==> config.mk <==
export PLATFORM = sky130hd
export DESIGN_NAME = ehg_gate_ctrl
export DESIGN_NICKNAME = d
export VERILOG_FILES = /design/src/logic/ehg_pkg.sv /design/src/logic/ehg_ds_if.sv /design/src/logic/ehg_ds_filter.sv /design/src/logic/ehg_rl_seq.sv /design/src/logic/ehg_gate_ctrl.sv
export SDC_FILE = /design/constraint.sdc
export NUM_CORES = 1
export LEC_CHECK = 0
export ABC_CLOCK_PERIOD_IN_PS = 3100
export BUFFER_PORTS_ARGS = -buffer_cell sky130_fd_sc_hd__buf_2
export CORE_ASPECT_RATIO = 1.1
export CORE_UTILIZATION = 57
export CTS_CLUSTER_SIZE = 16
export DETAILED_ROUTE_END_ITERATION = 10
export PLACE_DENSITY = 0.78
export SYNTH_ARGS = -nofsm -noshare
export SYNTH_HDL_FRONTEND = slang
export SYNTH_HIERARCHICAL = 1
export SYNTH_SLANG_ARGS = --single-unit
==> constraint.sdc <==
create_clock -name ref_clk -period 3.1 [get_ports ref_clk]
set_clock_uncertainty 0.2 [all_clocks]
set_input_delay 0.62 -clock ref_clk [delete_from_list [all_inputs] [get_ports ref_clk]]
set_output_delay 0.62 -clock ref_clk [all_outputs]
set_load 0.05 [all_outputs]
==> src/logic/ehg_pkg.sv <==
// constants and types shared by the external h-bridge gate control block
`default_nettype none
package ehg_pkg;
	localparam int CLK_PERIOD_NS = 20;
	// drain-source filter, typical figure
	localparam int DS_FILTER_NS = 6000;
	localparam int DS_FILTER_CYC = DS_FILTER_NS / CLK_PERIOD_NS;
	// sink phase of the resistive-low sequence, 32 us to 64 us window
	localparam int RL_SINK_MIN_NS = 32000;
	localparam int RL_SINK_MAX_NS = 64000;
	localparam int RL_SINK_CYC = (RL_SINK_MIN_NS + CLK_PERIOD_NS - 1) / CLK_PERIOD_NS;
	localparam int DS_CNT_W = 9;
	localparam int RL_CNT_W = 11;
	localparam int NUM_GATES = 4;
	// gate index within four-bit gate vectors
	localparam int GI_H1 = 0;
	localparam int GI_L1 = 1;
	localparam int GI_H2 = 2;
	localparam int GI_L2 = 3;
	localparam int SLEW_W = 5;
	localparam logic [4:0] SLEW_OFF = 5'h00;
	localparam int THR_W = 2;
	localparam logic [1:0] DS_THR_0V5 = 2'h0;
	localparam logic [1:0] DS_THR_1V0 = 2'h1;
	localparam logic [1:0] DS_THR_1V5 = 2'h2;
	localparam logic [1:0] DS_THR_2V0 = 2'h3;
	// synchroniser bit positions of the pin and comparator inputs
	localparam int SY_DIR = 0;
	localparam int SY_PWM = 1;
	localparam int SY_DS = 2;
	localparam int SY_OFF = 6;
	localparam int SY_SW = 10;
	localparam int SYNC_W = 12;
	localparam logic [SYNC_W-1:0] SYNC_RST = 12'h000;
	typedef enum logic [1:0] {RS_IDLE, RS_SINK, RS_RESIST} ehg_rl_state_e;
endpackage
`default_nettype wire

==> src/logic/ehg_ds_if.sv <==
// per-gate link between the controller and one drain-source monitor
`default_nettype none
interface ehg_ds_if;
	logic on_mon;
	logic cmp_over;
	logic off_mon;
	logic below_sixth;
	logic clear;
	logic flag;
	modport filt(input on_mon, input cmp_over, input off_mon, input below_sixth,
		input clear, output flag);
	modport ctrl(output on_mon, output cmp_over, output off_mon, output below_sixth,
		output clear, input flag);
endinterface
`default_nettype wire

==> src/logic/ehg_ds_filter.sv <==
// drain-source monitor of one gate: filter, latched flag, off-state set
`default_nettype none
module ehg_ds_filter
	import ehg_pkg::*;
#(
	parameter int FILTER_CYC = DS_FILTER_CYC
) (
	input wire logic ref_clk,
	input wire logic rst,
	ehg_ds_if.filt ds
);
	typedef struct packed {
		logic [DS_CNT_W-1:0] cnt;
		logic flag;
	} ehg_dsf_s;

	localparam logic [DS_CNT_W-1:0] CNT_LAST = DS_CNT_W'(FILTER_CYC - 2);

	ehg_dsf_s st_ff;
	ehg_dsf_s nxt_st;

	always_comb begin
		nxt_st = st_ff;
		if (ds.clear) begin
			nxt_st.flag = 1'b0;
		end
		// counting starts at switch-on, inside the settling time
		if (ds.on_mon && ds.cmp_over && !st_ff.flag) begin
			if (st_ff.cnt == CNT_LAST) begin
				nxt_st.flag = 1'b1;
				nxt_st.cnt = '0;
			end else begin
				nxt_st.cnt = st_ff.cnt + 1'b1;
			end
		end else begin
			nxt_st.cnt = '0;
		end
		// set after clear so a new event wins over the clear
		if (ds.off_mon && ds.below_sixth) begin
			nxt_st.flag = 1'b1;
		end
	end

	always_ff @(posedge ref_clk or posedge rst) begin
		if (rst) begin
			st_ff <= '0;
		end else begin
			st_ff <= nxt_st;
		end
	end

	assign ds.flag = st_ff.flag;
endmodule // ehg_ds_filter
`default_nettype wire

==> src/logic/ehg_rl_seq.sv <==
// timed sink phase that precedes resistive-low after a failure
`default_nettype none
module ehg_rl_seq
	import ehg_pkg::*;
#(
	parameter int SINK_CYC = RL_SINK_CYC
) (
	input wire logic ref_clk,
	input wire logic rst,
	input wire logic fail_in,
	output logic sink_active
);
	typedef struct packed {
		ehg_rl_state_e state;
		logic [RL_CNT_W-1:0] cnt;
	} ehg_rls_s;

	localparam logic [RL_CNT_W-1:0] CNT_LAST = RL_CNT_W'(SINK_CYC - 1);

	ehg_rls_s st_ff;
	ehg_rls_s nxt_st;

	always_comb begin
		nxt_st = st_ff;
		case (st_ff.state)
			RS_IDLE: begin
				nxt_st.cnt = '0;
				if (fail_in) begin
					nxt_st.state = RS_SINK;
				end
			end
			RS_SINK: begin
				if (!fail_in) begin
					nxt_st.state = RS_IDLE;
				end else if (st_ff.cnt == CNT_LAST) begin
					nxt_st.state = RS_RESIST;
				end else begin
					nxt_st.cnt = st_ff.cnt + 1'b1;
				end
			end
			RS_RESIST: begin
				if (!fail_in) begin
					nxt_st.state = RS_IDLE;
				end
			end
			default: begin
				nxt_st.state = RS_IDLE;
			end
		endcase
	end

	always_ff @(posedge ref_clk or posedge rst) begin
		if (rst) begin
			st_ff <= '{state: RS_IDLE, cnt: '0};
		end else begin
			st_ff <= nxt_st;
		end
	end

	// sink starts on the edge that first sees the failure, not one later
	assign sink_active = (st_ff.state == RS_SINK) |
		((st_ff.state == RS_IDLE) & fail_in);
endmodule // ehg_rl_seq
`default_nettype wire

==> src/logic/ehg_gate_ctrl.sv <==
// top of the external h-bridge gate control: decode, overrides, monitors
// Behaviour
// - bridge disabled, or enabled with pump low: all four gates resistive-low
// - standby, thermal shutdown, pump low, stuck-high serial input: resistive-low
// - overvoltage drives all gates low; drain-source fault stops only its half-bridge
// - pwm high: direction 0 turns L1,H2 on; direction 1 turns H1,L2 on
// - pwm low, decay bits 00: both low-side gates on
// - pwm low, decay bits 01: only L1 (dir 0) or only L2 (dir 1)
// - pwm low, decay bits 10: both high-side gates on
// - pwm low, decay bits 11: only H2 (dir 0) or only H1 (dir 1)
// - unconnected direction and pwm pins read as zero
// - slew active: high-side gate uses current source while vds below switch level
// - five-bit slew code is step count; zero disables slew control
// - failure entry: sink 32 to 64 us, then resistive path
// - with slew enabled the sink phase is current controlled on the high-side gates only
// - vds over threshold past filter time: gate off, its fault flag set
// - fault flags and gate stay off until host clears them
// - drain-source filter about 6 us; gate on at most that long
// - monitoring only while gate is on; filter may start while settling
// - two-bit threshold select: 0.5, 1.0, 1.5, 2.0 volts
// - off-state test with bridge enabled: resistive-low and vds monitoring
// - off-state: vds below one sixth of supply sets that fault bit
// - off-state short to ground sets both low-side fault bits
// - host sets high threshold bit to diagnose short to supply
// - supply overvoltage switches the gate drivers to sink
`default_nettype none
module ehg_gate_ctrl
	import ehg_pkg::*;
#(
	parameter int FILTER_CYC = DS_FILTER_CYC,
	parameter int SINK_CYC = RL_SINK_CYC
) (
	input wire logic ref_clk,
	input wire logic rst,
	input wire logic direction_in,
	input wire logic bridge_pwm_in,
	input wire logic bridge_enable_bit,
	input wire logic decay_side_bit,
	input wire logic decay_single_bit,
	input wire logic [SLEW_W-1:0] slew_code,
	input wire logic [THR_W-1:0] ds_threshold_sel,
	input wire logic offstate_test_h1l2,
	input wire logic offstate_test_h2l1,
	input wire logic offstate_high_threshold,
	input wire logic [NUM_GATES-1:0] ds_flags_clear,
	input wire logic pump_low_flag,
	input wire logic thermal_shutdown_flag,
	input wire logic overvoltage_flag,
	input wire logic standby_in,
	input wire logic di_stuck_high,
	input wire logic [NUM_GATES-1:0] ds_cmp_over,
	input wire logic [NUM_GATES-1:0] offstate_below_sixth,
	input wire logic [1:0] hs_vds_below_switch,
	output logic gate_high_1,
	output logic gate_low_1,
	output logic gate_high_2,
	output logic gate_low_2,
	output logic [NUM_GATES-1:0] gate_sink,
	output logic [NUM_GATES-1:0] gate_resistive,
	output logic [NUM_GATES-1:0] gate_current_src,
	output logic [SLEW_W-1:0] slew_current_code,
	output logic [THR_W-1:0] ds_threshold_code,
	output logic offstate_thr_high,
	output logic resistive_low_state,
	output logic [NUM_GATES-1:0] ds_fault_flags
);
	typedef struct packed {
		logic [SYNC_W-1:0] s1;
		logic [SYNC_W-1:0] s2;
		logic [SYNC_W-1:0] s3;
		logic [SYNC_W-1:0] flt;
		logic [NUM_GATES-1:0] gate_on;
		logic [NUM_GATES-1:0] sink;
		logic [NUM_GATES-1:0] resist;
		logic [NUM_GATES-1:0] isrc;
		logic [SLEW_W-1:0] slew;
		logic [THR_W-1:0] thr;
		logic thr_high;
		logic rl_state;
	} ehg_main_s;

	ehg_main_s st_ff;
	ehg_main_s nxt_st;
	logic [NUM_GATES-1:0] flags;
	logic fail_rl;
	logic seq_sink;
	logic offstate_on;

	assign fail_rl = pump_low_flag | thermal_shutdown_flag | di_stuck_high;
	assign offstate_on = bridge_enable_bit & (offstate_test_h1l2 | offstate_test_h2l1);

	ehg_rl_seq #(
		.SINK_CYC(SINK_CYC)
	) u_rl_seq (
		.ref_clk(ref_clk),
		.rst(rst),
		.fail_in(fail_rl),
		.sink_active(seq_sink)
	);

	ehg_ds_if ds_if[NUM_GATES] ();

	for (genvar g = 0; g < NUM_GATES; g++) begin : g_ds
		assign ds_if[g].on_mon = st_ff.gate_on[g];
		assign ds_if[g].cmp_over = st_ff.flt[SY_DS + g];
		// off-state checks only once no stronger override holds the bridge
		assign ds_if[g].off_mon = offstate_on & ~fail_rl & ~standby_in
			& ~overvoltage_flag;
		assign ds_if[g].below_sixth = st_ff.flt[SY_OFF + g];
		assign ds_if[g].clear = ds_flags_clear[g];
		assign flags[g] = ds_if[g].flag;
		ehg_ds_filter #(
			.FILTER_CYC(FILTER_CYC)
		) u_ds (
			.ref_clk(ref_clk),
			.rst(rst),
			.ds(ds_if[g])
		);
	end

	always_comb begin
		logic dir;
		logic pwm;
		logic slew_en;
		logic [NUM_GATES-1:0] drv;
		dir = st_ff.flt[SY_DIR];
		pwm = st_ff.flt[SY_PWM];
		slew_en = (slew_code != SLEW_OFF);
		drv = '0;
		nxt_st = st_ff;
		// pins and comparators: a change counts once stages two and three agree
		nxt_st.s1 = {hs_vds_below_switch, offstate_below_sixth, ds_cmp_over,
			bridge_pwm_in, direction_in};
		nxt_st.s2 = st_ff.s1;
		nxt_st.s3 = st_ff.s2;
		for (int i = 0; i < SYNC_W; i++) begin
			if (st_ff.s2[i] == st_ff.s3[i]) begin
				nxt_st.flt[i] = st_ff.s3[i];
			end
		end
		// pins reset to zero, matching the pull-down on open inputs
		if (pwm) begin
			drv[GI_H1] = dir;
			drv[GI_L2] = dir;
			drv[GI_L1] = ~dir;
			drv[GI_H2] = ~dir;
		end else begin
			case ({decay_side_bit, decay_single_bit})
				2'h0: begin
					drv[GI_L1] = 1'b1;
					drv[GI_L2] = 1'b1;
				end
				2'h1: begin
					drv[GI_L1] = ~dir;
					drv[GI_L2] = dir;
				end
				2'h2: begin
					drv[GI_H1] = 1'b1;
					drv[GI_H2] = 1'b1;
				end
				default: begin
					drv[GI_H2] = ~dir;
					drv[GI_H1] = dir;
				end
			endcase
		end
		// a faulty half-bridge stops; the other keeps following the pins
		if (flags[GI_H1] | flags[GI_L1]) begin
			drv[GI_H1] = 1'b0;
			drv[GI_L1] = 1'b0;
		end
		if (flags[GI_H2] | flags[GI_L2]) begin
			drv[GI_H2] = 1'b0;
			drv[GI_L2] = 1'b0;
		end
		nxt_st.gate_on = '0;
		nxt_st.sink = '0;
		nxt_st.resist = '0;
		nxt_st.rl_state = 1'b0;
		if (!bridge_enable_bit) begin
			nxt_st.resist = '1;
			nxt_st.rl_state = 1'b1;
		end else if (fail_rl || standby_in) begin
			nxt_st.rl_state = 1'b1;
			if (seq_sink) begin
				nxt_st.sink = '1;
			end else begin
				nxt_st.resist = '1;
			end
		end else if (overvoltage_flag) begin
			nxt_st.sink = '1;
		end else if (offstate_on) begin
			nxt_st.resist = '1;
			nxt_st.rl_state = 1'b1;
		end else begin
			nxt_st.gate_on = drv;
			nxt_st.sink = ~drv;
		end
		// slew shapes the external high-side gates only
		nxt_st.isrc = '0;
		if (slew_en && !nxt_st.resist[GI_H1]) begin
			nxt_st.isrc[GI_H1] = st_ff.flt[SY_SW];
		end
		if (slew_en && !nxt_st.resist[GI_H2]) begin
			nxt_st.isrc[GI_H2] = st_ff.flt[SY_SW + 1];
		end
		nxt_st.slew = slew_code;
		nxt_st.thr = ds_threshold_sel;
		nxt_st.thr_high = offstate_on & offstate_high_threshold;
	end

	always_ff @(posedge ref_clk or posedge rst) begin
		if (rst) begin
			st_ff <= '{s1: SYNC_RST, s2: SYNC_RST, s3: SYNC_RST, flt: SYNC_RST,
				gate_on: '0, sink: '0, resist: '1, isrc: '0, slew: SLEW_OFF,
				thr: DS_THR_0V5, thr_high: 1'b0, rl_state: 1'b1};
		end else begin
			st_ff <= nxt_st;
		end
	end

	assign gate_high_1 = st_ff.gate_on[GI_H1];
	assign gate_low_1 = st_ff.gate_on[GI_L1];
	assign gate_high_2 = st_ff.gate_on[GI_H2];
	assign gate_low_2 = st_ff.gate_on[GI_L2];
	assign gate_sink = st_ff.sink;
	assign gate_resistive = st_ff.resist;
	assign gate_current_src = st_ff.isrc;
	assign slew_current_code = st_ff.slew;
	assign ds_threshold_code = st_ff.thr;
	assign offstate_thr_high = st_ff.thr_high;
	assign resistive_low_state = st_ff.rl_state;
	assign ds_fault_flags = flags;
endmodule // ehg_gate_ctrl
`default_nettype wire

### Word level (Yosys, flattened, before mapping)

Cells that the tools add are included.

| storage, ports and cells | value |
|---|---|
| register bits | 124 |
| input bits | 36 |
| output and inout bits | 29 |
| logic and storage cells | 165 |

| cells by class | value |
|---|---|
| add/sub/neg operators | 5 |
| equal/unequal tests | 26 |
| multiplexer cells | 56 |
| bitwise gates (word level) | 17 |
| reduce and logical (&&, ||, !) cells | 28 |

Operators with widths:

| cell | count |
|---|---|
| 2-to-1 mux 9 bit | 8 |
| adder 9 x 1 -> 9 bit, second input constant | 4 |
| equality test 9 bit, second input constant | 4 |
| 2-to-1 mux 4 bit | 9 |
| 2-to-1 mux 8 bit | 3 |
| 2-to-1 mux 1 bit | 22 |
| 2-to-1 mux 11 bit | 2 |
| one-hot mux 11 bit (2 select lines) | 1 |
| logical AND 1 bit | 14 |
| equality test 1 bit | 12 |
| 2-to-1 mux 2 bit | 6 |
| adder 11 x 1 -> 11 bit, second input constant | 1 |
| equality test 11 bit, second input constant | 1 |
| != test 2 bit, second input constant | 4 |
| one-hot mux 1 bit (2 select lines) | 4 |
| bitwise AND 1 bit | 6 |
| logical NOT 1 bit | 6 |
| OR 1 bit | 6 |
| one-hot mux 2 bit (3 select lines) | 1 |
| AND reduction 3 bit | 2 |
| nonzero test 5 bit | 1 |
| equality test 2 x 1 -> 1 bit, second input constant | 2 |
| equality test 2 bit, second input constant | 2 |
| logical NOT 2 bit | 2 |
| 6 further kinds | 9 |

### Depth between registers and ports, before layout

Gate-level depths: netlist of the first run.

| logic depth | value |
|---|---|
| depth after elaboration | 13 |
| gate-level depth with buffers | 7 |
| gate-level depth less buffers | 5 |

### By module

Netlist of the first run, hierarchy kept.

By module, submodules not included:

| module | instances | cells an instance | area each (µm²) | seq. area each (µm²) |
|---|---|---|---|---|
| ehg_gate_ctrl | 1 | 144 | 2,264.7 | 1,704.1 |
| ehg_ds_filter | 4 | 51 | 509.2 | 250.2 |
| ehg_rl_seq | 1 | 79 | 785.8 | 325.3 |

### Worst setup path after synthesis of the first run

OpenSTA, ideal clock, no wires.

| timing path | value |
|---|---|
| path kind | input to register |
| from | in thermal_shutdown_flag |
| to | reg u_rl_seq/st_ff[8] (netlist name) |
| library setup time | 0.124 ns |
| data arrival time | 1.725 ns |
| required time | 2.776 ns |
| slack | 1.051 ns |
| cell stages on the path | 6 |
| path buffers | 1 |
| cell sequence | or3_4 -> nand3b_1 -> a31oi_4 -> buf_6 -> nor3b_1 -> a211o_1 |

| between the ends | value |
|---|---|
| word-level cells in the longest chain between the ends | 4 |

RTL lines:

| element | line | text |
|---|---|---|
| start: declaration | ehg_gate_ctrl.sv:47 | `input wire logic thermal_shutdown_flag,` |
| OR 1 bit (2 in series) | ehg_gate_ctrl.sv:89 | `assign fail_rl = pump_low_flag \| thermal_shutdown_flag \| di_stuck_high;` |
| != test 2 bit (no source line) | - |  |
| AND reduction 3 bit (no source line) | - |  |
| end signal: assignment | ehg_rl_seq.sv:54 | `st_ff <= '{state: RS_IDLE, cnt: '0};` |
| end signal: assignment | ehg_rl_seq.sv:56 | `st_ff <= nxt_st;` |
| end: declaration | ehg_rl_seq.sv:20 | `ehg_rls_s st_ff;` |

No other way between the ends.
A chain may end at the register's enable or synchronous reset.

### Final worst setup path of the first run

| timing path | value |
|---|---|
| from | reg st_ff, in the netlist gate_resistive[2] |
| to | out gate_resistive[2] |

RTL lines:

| element | line | text |
|---|---|---|
| start: declaration | ehg_gate_ctrl.sv:82 | `ehg_main_s st_ff;` |
| start signal: assignment | ehg_gate_ctrl.sv:214 | `st_ff <= '{s1: SYNC_RST, s2: SYNC_RST, s3: SYNC_RST, flt: SYNC_RST,` |
| start signal: assignment | ehg_gate_ctrl.sv:218 | `st_ff <= nxt_st;` |
| end: declaration | ehg_gate_ctrl.sv:59 | `output logic [NUM_GATES-1:0] gate_resistive,` |

No word-level cell between the ends.

==> results of run 1 <==
## repair_timing
| action | CTS | global route |
|---|---|---|
| hold endpoints to repair | 49 | 2 |
| hold buffers | 10 | 2 |
| buffers inserted | 0 | 0 |
## layout make-up
class	count	share of cell area
Sequential cell	121	0.501
Multi-Input combinational cell	253	0.287
Timing Repair Buffer	76	0.0736
Clock buffer	18	0.0707
Clock inverter	14	0.0325
Tap cell	111	0.0230
Inverter	19	0.0118
## path summary, 6_finish.rpt
path / startpoint / end
setup / recovery: gate_resistive[2]$_DFF_PP1_ / gate_resistive[2]
hold / removal: offstate_below_sixth[2] / nxt_st[57]$_DFF_PP0_
setup reg to reg: u_rl_seq/st_ff[1]$_DFFE_PP0P_ / u_rl_seq/st_ff[8]$_DFFE_PP0P_
hold reg to reg: nxt_st[58]$_DFF_PP0_ / nxt_st[46]$_DFF_PP0_
max in group asynchronous: rst / st_ff[46]$_DFF_PP0_
min in group asynchronous: rst / g_ds[1].u_ds/st_ff[8]$_DFF_PP0_
## cell usage after synthesis, types with 2 or more instances
library cell and n:
nor3b_1 3, xnor2_1 5, nor4b_1 2, nor4b_2 4
mux2i_1 2, nand2_1 15, and2_1 3, a21oi_2 4
or4_1 2, buf_4 28, dfrtp_1 119, nand4_1 13
a22o_2 3, nor3_1 2, nand3_2 4, nor2b_1 5
inv_1 19, a22oi_1 4, or3_1 16, buf_2 6
a41o_1 4, o21ai_0 22, a31oi_1 4, nand3_1 15
xor2_1 8, nor2_1 30, maj3_1 12, o41ai_1 3
o31ai_1 3, nor4_1 4, o21ai_1 3, ha_1 9
nand3b_1 5, a211o_1 2, a21oi_1 19, dfstp_2 2
## flip-flops by register name, summed over array words and instances, names as in the netlist, 5 cells and up
signal and flops:
g_ds.u_ds/st_ff 36, nxt_st 24, slew_current_code 5, st_ff 16
u_rl_seq/st_ff 13
## logic make-up after synthesis
kind of cell | Yosys count
fa+ha+maj | 21
flops | 121
simple gates | 137
xor+xnor | 13
buf+inv | 54
mux | 3
compound gates | 77
other cells | 1
## layer usage
metal	part of all wire	GRT usage	vias to the layer above	routed length, µm
li1	-	-	1632	-
met1	0.45	0.292	1705	4290
met2	0.50	0.362	97	4730
met3	0.042	0.0505	14	400
met4	0.011	0.0986	0	104
met5	0	0	-	0
## stage by stage
stage / power [µW] / hold slack, ns / util
detailed placement: 2050 / 0.135 / 0.624
floorplan: 1990 / 0.131 / -
CTS: 4110 / 0.000263 / 0.710
finish: 4070 / 0.0217 / 0.712
global route: 4220 / 0.00322 / 0.712
global placement: 2040 / 0.132 / 0.624
## power by group
group          leakage, µW  total, µW  internal (µW)  switching [µW]
Combinational     0.000850        288            115             173
Clock             0.000298       2040           1330             706
Sequential         0.00153       1750           1670            81.9
Total              0.00268       4070           3110             961
==> results.ini, run 1 <==
[detailed_routing]
drcViolationCount=0
vias=3448
viasPerCell=5.63
drt-pass1-iter-count=4
ant_nets=0
post_drt_wl_per_cell_um=15.6
wl_um=9520
drtIter0Drc=178

[logic_synthesis]
yosys.area_share.simple=0.165
ys_ff_latch=121
synth_compound_area_frac=0.101
synthFlopType=dfrtp_1
seq_area_frac_synth=0.596
ys_top_cells_by_area=dfrtp_1 59%, buf_4 4.1%, maj3_1 2.4%, ha_1 2.2%, nor2_1 2.2%
mappedNetlistArea_um2=5090
synth_cells=427
synth_area_per_cell_um2=11.9
yosysTopAreaCell=dfrtp_1
synth_mux_area_frac=0.00615
synth_top_family_by_area=simple AND/OR/NAND/NOR gates
async_flop_share=1.00
netlist.area_leader.share=0.585
synth-edff-count=0
synth_xor_area_frac=0.0224
synth_cell_types=59
synth_fa_ha_area_frac=0.0457
yosys_warnings=6

[clock_network]
root_buffer=clkbuf_8
cts_tree=built
numCtsBuffers=17
cts.sinks=121
clk_pin_slew_ns=0.06
cts_buffer_depth=2
clock_latency_ns=0.51
cts_resized=0
h-tree-depth=4

[setup_path]
critPathSlowestCell=dfstp_2
crit_path_max_incr_delay_ns=0.55
crit_chain=buf_2
reg2reg_slack_ns=1.11
rr_worst_depth=5
cp_data_required_time_ns=2.28
cp.depth=1
crit_family=flip-flops
cp-end-kind=primary output
arrival_ns=1.34
cp_max_fo=4
crit_type=reg -> out
startpoint_type=flip-flop
path_buf_inv=1

[finish]
final_cell_mix=119 x dfrtp_1, 62 x buf_2, 30 x nor2_1, 22 x o21ai_0, 19 x a21oi_1
multi_input_area_um2=1740
syn2layout_area_growth_pct=18.9
antennaDiodeCount=0
drive_gt1_frac=0.250
fill_cells=561
layout.nets=533
final_cells=612
final_area_um2=6050
final_common_cell=dfrtp_1
regArea_um2=3030

[run_status]
status=finished clean

[timing]
max_freq_mhz=463
final_max_slew_viol_count=0
finalCritPeriodShare=0.697
worst_slew_pin_slew_ns=0.651
rsz0062_at_grt=false
setup_viol=0
fin_setup_tns_ns=0
relSlewSlack=0.563
fin_crit_ns=2.16
postLayoutSetupSlackWorst_ns=0.938
finalHoldViolCount=0

[hold_path]
hp-class=in -> reg
worst_hold_path.num_cells=1

[grt]
antenna_found_initial=0
grt_pass1_wl_um=15700
grt_usage=0.224
grt-ovfl-total=0
grt_pass1_vias=3283
grt_max_degree=27

[pwr]
p_leak_uw=0.00268
irDropWorstVdd_v=0.000631
power.density_nw_per_um2=674

[die]
die_h_um=101
rows=35
chipWidth_um=92.1
pin_count=65
initial_utilization=0.599
dieArea_um2=9310
core-area_um2=8500

[placed_design]
port_buffers=62
place_congestion=0.866
post-place-cells=568
dp_hpwl_um=6490
placed_area_um2=5300
dp_slack_ns=0.875

[job]
maxCapViolCount=0

(Power assumes the default switching activity.)
==> run 2: changes to the inputs <==
Settings changed: ABC_AREA set to 1, ABC_CLOCK_PERIOD_IN_PS 3100 to 2100, CORE_UTILIZATION 57 to 58, PLACE_DENSITY 0.78 to 0.79.
Clock period 3.1 ns to 2.1 ns, I/O delays scaled along.
==> run 2 against run 1 <==
Combinational power rose by 91%. Area after synthesis is 2.9% higher. Worst setup slack got worse by 0.78 ns. Via count rose by 12%. Worst hold slack better by 0.035 ns. Wire length is 16% higher. Sequential power increased by 46%. First-iteration DRC count increased by 3.4%. Final cell count is 24% higher. Die area increased by 1.1%.
==> results.ini, run 2 <==
[detailed_routing]
ant_nets=0  ; unchanged
drtIter0Drc=184  ; was 178
drcViolationCount=0  ; unchanged
vias=3859  ; was 3448
wl_um=11100  ; was 9520 µm
viasPerCell=5.10  ; was 5.63
drt-pass1-iter-count=5  ; was 4
post_drt_wl_per_cell_um=14.6  ; was 15.6 µm

[grt]
grt_pass1_vias=4179  ; was 3283
grt-ovfl-total=0  ; unchanged
grt_usage=0.263  ; was 0.224
grt_pass1_wl_um=18700  ; was 15700 µm
antenna_found_initial=0  ; unchanged
grt_max_degree=22  ; was 27

[setup_path]
startpoint=gate_resistive[2]$_DFF_PP1_  ; unchanged
cp-end-kind=primary output  ; unchanged
cp_data_required_time_ns=1.48  ; was 2.28 ns
cp_max_fo=4  ; unchanged
path_buf_inv=1  ; unchanged
crit_family=flip-flops  ; unchanged
crit_chain=buf_2  ; unchanged
rr_worst_depth=8  ; was 5
critPathSlowestCell=dfstp_2  ; unchanged
reg2reg_from=u_rl_seq/st_ff[0]$_DFFE_PP0P_  ; was u_rl_seq/st_ff[1]$_DFFE_PP0P_
crit_path_max_incr_delay_ns=0.55  ; about the same
crit_type=reg -> out  ; unchanged
r2r-end=u_rl_seq/st_ff[9]$_DFFE_PP0P_  ; was u_rl_seq/st_ff[8]$_DFFE_PP0P_
reg2reg_slack_ns=0.44  ; was 1.11 ns
startpoint_type=flip-flop  ; unchanged
arrival_ns=1.32  ; was 1.34 ns

[placed_design]
place_congestion=0.860  ; was 0.866
port_buffers=62  ; unchanged
dp_hpwl_um=7140  ; was 6490 µm

[finish]
syn2layout_area_growth_pct=20.5  ; was 18.9%
top_register=g_ds.u_ds/st_ff  ; unchanged
layout.nets=677  ; was 533
fill_cells=576  ; was 561
final_common_cell=dfrtp_1  ; unchanged
largest_reg_flops=36  ; unchanged
final_cell_mix=119 x dfrtp_1, 108 x nand2_1, 75 x nor2_1, 62 x buf_2, 55 x inv_1  ; was 119 x dfrtp_1, 62 x buf_2, 30 x nor2_1, 22 x o21ai_0, 19 x a21oi_1
antennaDiodeCount=0  ; unchanged
drive_gt1_frac=0.237  ; was 0.250

[logic_synthesis]
synth_cell_types=32  ; was 59
synth-edff-count=0  ; unchanged
seq_area_frac_synth=0.579  ; was 0.596
mappedNetlistArea_um2=5230  ; was 5090 µm²
synthFlopType=dfrtp_1  ; unchanged
synth_common_cells=119 x dfrtp_1, 108 x nand2_1, 75 x nor2_1  ; was 119 x dfrtp_1, 30 x nor2_1, 28 x buf_4
ys_ff_latch=121  ; unchanged
netlist.area_leader.share=0.569  ; was 0.585
synth_area_per_cell_um2=9.57  ; was 11.9 µm²
async_flop_share=1.00  ; unchanged
yosysTopAreaCell=dfrtp_1  ; unchanged
synth_cells=547  ; was 427
synth.most_common_cell=dfrtp_1  ; unchanged
yosys_warnings=6  ; unchanged
ys_top_cells_by_area=dfrtp_1 57%, nand2_1 7.7%, nor2_1 5.4%, inv_1 4.0%, buf_4 3.4%  ; was dfrtp_1 59%, buf_4 4.1%, maj3_1 2.4%, ha_1 2.2%, nor2_1 2.2%

[timing]
finalCritPeriodShare=0.925
rsz0062_at_grt=false  ; unchanged
fin_crit_ns=1.94
max_freq_mhz=515
fin_setup_tns_ns=0  ; unchanged
setup_viol=0  ; unchanged
worst_slew_pin_slew_ns=0.503  ; was 0.651 ns
relSlewSlack=0.664  ; was 0.563
final_max_slew_viol_count=0  ; unchanged
hold_ws_ns=0.0563  ; was 0.0217 ns
finalHoldViolCount=0  ; unchanged

[hold_path]
worst_hold_path.num_cells=4  ; was 1
holdCritStartpoint=ds_flags_clear[3]  ; was offstate_below_sixth[2]
hold_end=g_ds[3].u_ds/ds.flag$_DFF_PP0_  ; was nxt_st[57]$_DFF_PP0_
hp-class=in -> reg  ; unchanged

[clock_network]
cts_buffer_depth=2  ; unchanged
cts_tree=built  ; unchanged
cts_resized=0  ; unchanged
clock_latency_ns=0.50  ; was 0.51 ns
h-tree-depth=4  ; unchanged
numCtsBuffers=17  ; unchanged
postCtsHoldBufs=24  ; was 10
clk_pin_slew_ns=0.06  ; about the same
cts.sinks=121  ; unchanged
cts_post_setup_buffers_inserted=0  ; unchanged
root_buffer=clkbuf_8  ; unchanged

[run_status]
status=finished clean  ; unchanged

[job]
maxCapViolCount=0  ; unchanged

[die]
chipWidth_um=92.6  ; was 92.1 µm
rows=35  ; unchanged
die_h_um=102  ; was 101 µm
initial_utilization=0.610  ; was 0.599
core-area_um2=8580  ; was 8500 µm²
pin_count=65  ; unchanged
dieArea_um2=9410  ; was 9310 µm²

[pwr]
power.density_nw_per_um2=898  ; was 674 nW/µm²
irDropWorstVdd_v=0.000840  ; was 0.000631 V
p_leak_uw=0.00294  ; was 0.00268 µW

[run 2: how the worst max path moves through the flow]
stage                                           endpoint  cells past startpoint
final                                  gate_resistive[0]                      1
after global routing                   gate_resistive[3]                      1
after CTS                              gate_resistive[0]                      1
after detailed placement  g_ds[2].u_ds/ds.flag$_DFF_PP0_                      8
after global placement     u_rl_seq/st_ff[3]$_DFFE_PP0P_                      8
after floorplan            u_rl_seq/st_ff[3]$_DFFE_PP0P_                      7
[run 2: per-layer routing]
layer | wire (µm) | GRT usage
met5 | 0 | 0
met4 | 326 | 0.136
met3 | 547 | 0.0653
met2 | 5840 | 0.472
met1 | 4350 | 0.290
[run 2: cells by family after synthesis]
kind of cell               synth area share
adders and majority gates            0.0445
buffers and inverters                0.0846
xor gates and xnor gates             0.0284
and+or+nand+nor                       0.229
DFF                                   0.579
other                              0.000717
AOI/OAI and AO/OA                    0.0337
[run 2: stage by stage]
stage	instances	total power, µW	worst slack [ns]	cell area (µm²)	util
floorplan	548	2980	0.626	5240	-
global placement	700	3070	0.475	5530	0.645
detailed placement	700	3090	0.396	5530	0.645
CTS	756	5700	0.138	6310	0.735
global route	756	5880	0.121	6310	0.735
finish	756	5660	0.157	6310	0.735
[run 2: worst reg2reg max path: stages, from the launching register on]
cell and delay (ns):
dfrtp_1 0.39, ha_1 0.21, nand2_2 0.09, nor2_2 0.19
nand3b_2 0.15, nand2_4 0.14, inv_2 0.06, nand3_1 0.07
nand2_1 0.05
[run 2: final cells by class]
type | instances | area [µm²] | share of cell area
Clock buffer | 17 | 414 | 0.0657
Timing Repair Buffer | 89 | 573 | 0.0909
Inverter | 70 | 267 | 0.0423
Multi-Input combinational cell | 333 | 1760 | 0.280
Clock inverter | 15 | 120 | 0.0190
Tap cell | 111 | 139 | 0.0220
Sequential cell | 121 | 3030 | 0.480
[run 2: power by group]
part	leakage, µW	switching (µW)	internal (µW)	total, µW
sequential	0.00154	87.8	2460	2550
combinational	0.00115	369	181	551
clock	0.000249	1100	1470	2560
==> run 3: changes to the inputs <==
Settings changed: ABC_CLOCK_PERIOD_IN_PS 2100 to 1800, SLEW_MARGIN set to 20.
Clock period 2.1 ns to 1.8 ns, I/O delays scaled along.
==> run 3 against run 2 <==
The run now ends with negative setup slack left. Combinational power rose by 21%. Clock power rose by 29%. Critical endpoint is now gate_resistive[1]. Non-clock buffer count up 3. Global-route usage rose by 0.52 points. Worst hold slack worse by 0.031 ns.
==> results.ini, run 3 (synthesis results as in run 2) <==
[setup_path]
crit_chain=buf_6  ; was buf_2
cp_max_fo=4  ; unchanged
crit_family=flip-flops  ; unchanged
path_buf_inv=1  ; unchanged
startpoint_type=flip-flop  ; unchanged
cp-end-kind=primary output  ; unchanged
rr_worst_depth=4  ; was 8
cp.depth=1  ; unchanged
crit_path_max_incr_delay_ns=0.61  ; was 0.55 ns
cp_data_required_time_ns=1.24  ; was 1.48 ns
critPathSlowestCell=dfstp_2  ; unchanged
arrival_ns=1.31  ; was 1.32 ns
crit_type=reg -> out  ; unchanged

[timing]
postLayoutSetupSlackWorst_ns=-0.0673  ; was 0.157 ns
max_freq_mhz=536
rsz0062_at_grt=true  ; was false
final_max_slew_viol_count=0  ; unchanged
fin_setup_tns_ns=-0.266  ; was 0 ns
relSlewSlack=0.657  ; was 0.664
fin_crit_ns=1.87
worst_slew_pin_slew_ns=0.514  ; was 0.503 ns
finalHoldViolCount=0  ; unchanged
setup_viol=5  ; was 0
finalCritPeriodShare=1.04

[job]
maxCapViolCount=0  ; unchanged

[clock_network]
cts_tree=built  ; unchanged
cts.sinks=121  ; unchanged
cts_post_setup_buffers_inserted=0  ; unchanged
root_buffer=clkbuf_8  ; unchanged
clk_pin_slew_ns=0.06  ; about the same
numCtsBuffers=17  ; unchanged
h-tree-depth=4  ; unchanged
clock_latency_ns=0.52  ; was 0.50 ns
cts_buffer_depth=2  ; unchanged

[detailed_routing]
drcViolationCount=0  ; unchanged
drtIter0Drc=214  ; was 184
ant_nets=0  ; unchanged
vias=3869  ; was 3859
wl_um=11400  ; was 11100 µm
drt-pass1-iter-count=4  ; was 5
post_drt_wl_per_cell_um=15.0  ; was 14.6 µm
viasPerCell=5.10  ; about the same

[die]
chipWidth_um=92.6  ; unchanged
rows=35  ; unchanged
pin_count=65  ; unchanged
initial_utilization=0.610  ; unchanged
core-area_um2=8580  ; unchanged
die_h_um=102  ; unchanged
dieArea_um2=9410  ; unchanged

[grt]
grt-ovfl-total=0  ; unchanged
met2_usage=0.455  ; was 0.472
grt_pass1_vias=4138  ; was 4179
grt_usage=0.268  ; was 0.263
grt_max_degree=31  ; was 22
busiest_layer=met2  ; unchanged
grt_util_met3=0.0811  ; was 0.0653
grt_pass1_wl_um=18800  ; was 18700 µm
antenna_found_initial=0  ; unchanged
use_met1=0.305  ; was 0.290

[finish]
layout.nets=680  ; was 677
syn2layout_area_growth_pct=23.2  ; was 20.5%
antennaDiodeCount=0  ; unchanged
fin_util=0.751  ; was 0.735
final_cell_mix=119 x dfrtp_1, 108 x nand2_1, 74 x nor2_1, 55 x inv_1, 55 x buf_2  ; was 119 x dfrtp_1, 108 x nand2_1, 75 x nor2_1, 62 x buf_2, 55 x inv_1
drive_gt1_frac=0.236  ; was 0.237
final_common_cell=dfrtp_1  ; unchanged
top_register=g_ds.u_ds/st_ff  ; unchanged
final_area_um2=6450  ; was 6310 µm²
largest_reg_flops=36  ; unchanged
final_cells=759  ; was 756

[run_status]
violations=negative setup slack
status=finished, violations left  ; was finished clean

[pwr]
power.density_nw_per_um2=1080  ; was 898 nW/µm²
irDropWorstVdd_v=0.00133  ; was 0.000840 V
p_leak_uw=0.00300  ; was 0.00294 µW

[hold_path]
worst_hold_path.num_cells=3  ; was 4
hp-class=in -> reg  ; unchanged

[placed_design]
dp_hpwl_um=6800  ; was 7140 µm
port_buffers=62  ; unchanged
placed_area_um2=5560  ; was 5530 µm²
place_congestion=0.891  ; was 0.860
post-place-cells=700  ; unchanged

-- run 3: cell count changes in the layout (fill, tap and decap cells not counted), sizes merged --
cell / previous run / this run
clkinvlp: 6 / 3
inv: 70 / 72
clkbuf: 17 / 19
dlygate4sd3: 24 / 27
buf: 65 / 64
clkinv: 9 / 7
bufinv: 0 / 2
-- run 3: path summary, 6_finish.rpt --
| kind | start | end | slack [ns] |
|---|---|---|---|
| max reg2reg | st_ff[26]$_DFFE_PP0N_ | gate_low_2$_DFF_PP0_ | -0.01 |
| max in group asynchronous | rst | gate_resistive[2]$_DFF_PP1_ | 0.57 |
| min in group asynchronous | rst | g_ds[3].u_ds/st_ff[9]$_DFF_PP0_ | 0.25 |
| min | ds_flags_clear[2] | g_ds[2].u_ds/ds.flag$_DFF_PP0_ | 0.03 |
| max | gate_resistive[2]$_DFF_PP1_ | gate_resistive[1] | -0.07 |
| min reg2reg | nxt_st[55]$_DFF_PP0_ | nxt_st[43]$_DFF_PP0_ | 0.15 |
-- run 3: cell type report --
class,instances,area (µm²)
sequential,121,3030
fill,561,2140
multi-input combinational,333,1770
timing repair buffer,92,664
clock buffer,18,418
inverter,70,267
clock inverter,14,161
tap,111,139
-- run 3: report_power, final --
group          total [µW]  switching (µW)  internal (µW)
logic                 668             433            235
registers            2970             103           2870
clock network        3300            1300           2000
total                6950            1840           5110
-- run 3: per-stage QoR --
stage | hold slack [ns] | worst slack, ns | power, µW
after floorplan | 0.000178 | 0.334 | 3470
after global placement | 0.131 | 0.220 | 3590
after detailed placement | 0.135 | 0.156 | 3610
after CTS | 0.00673 | -0.0570 | 6950
after global routing | 0.00620 | -0.103 | 7200
final | 0.0258 | -0.0673 | 6950
-- run 3: what timing repair did --
item | 4_1_cts | 5_1_grt
gates resized for setup | 6 | 8
hold endpoints to repair | 94 | 0
hold buffers | 27 | 0
endpoints found under the setup margin | 5 | 7
cloned | 0 | 0
-- run 3: metal layers --
metal / wire length, µm / vias up
li1: - / 1847
met1: 4510 / 1814
met2: 5760 / 164
met3: 706 / 44
met4: 439 / 0
met5: 0 / -
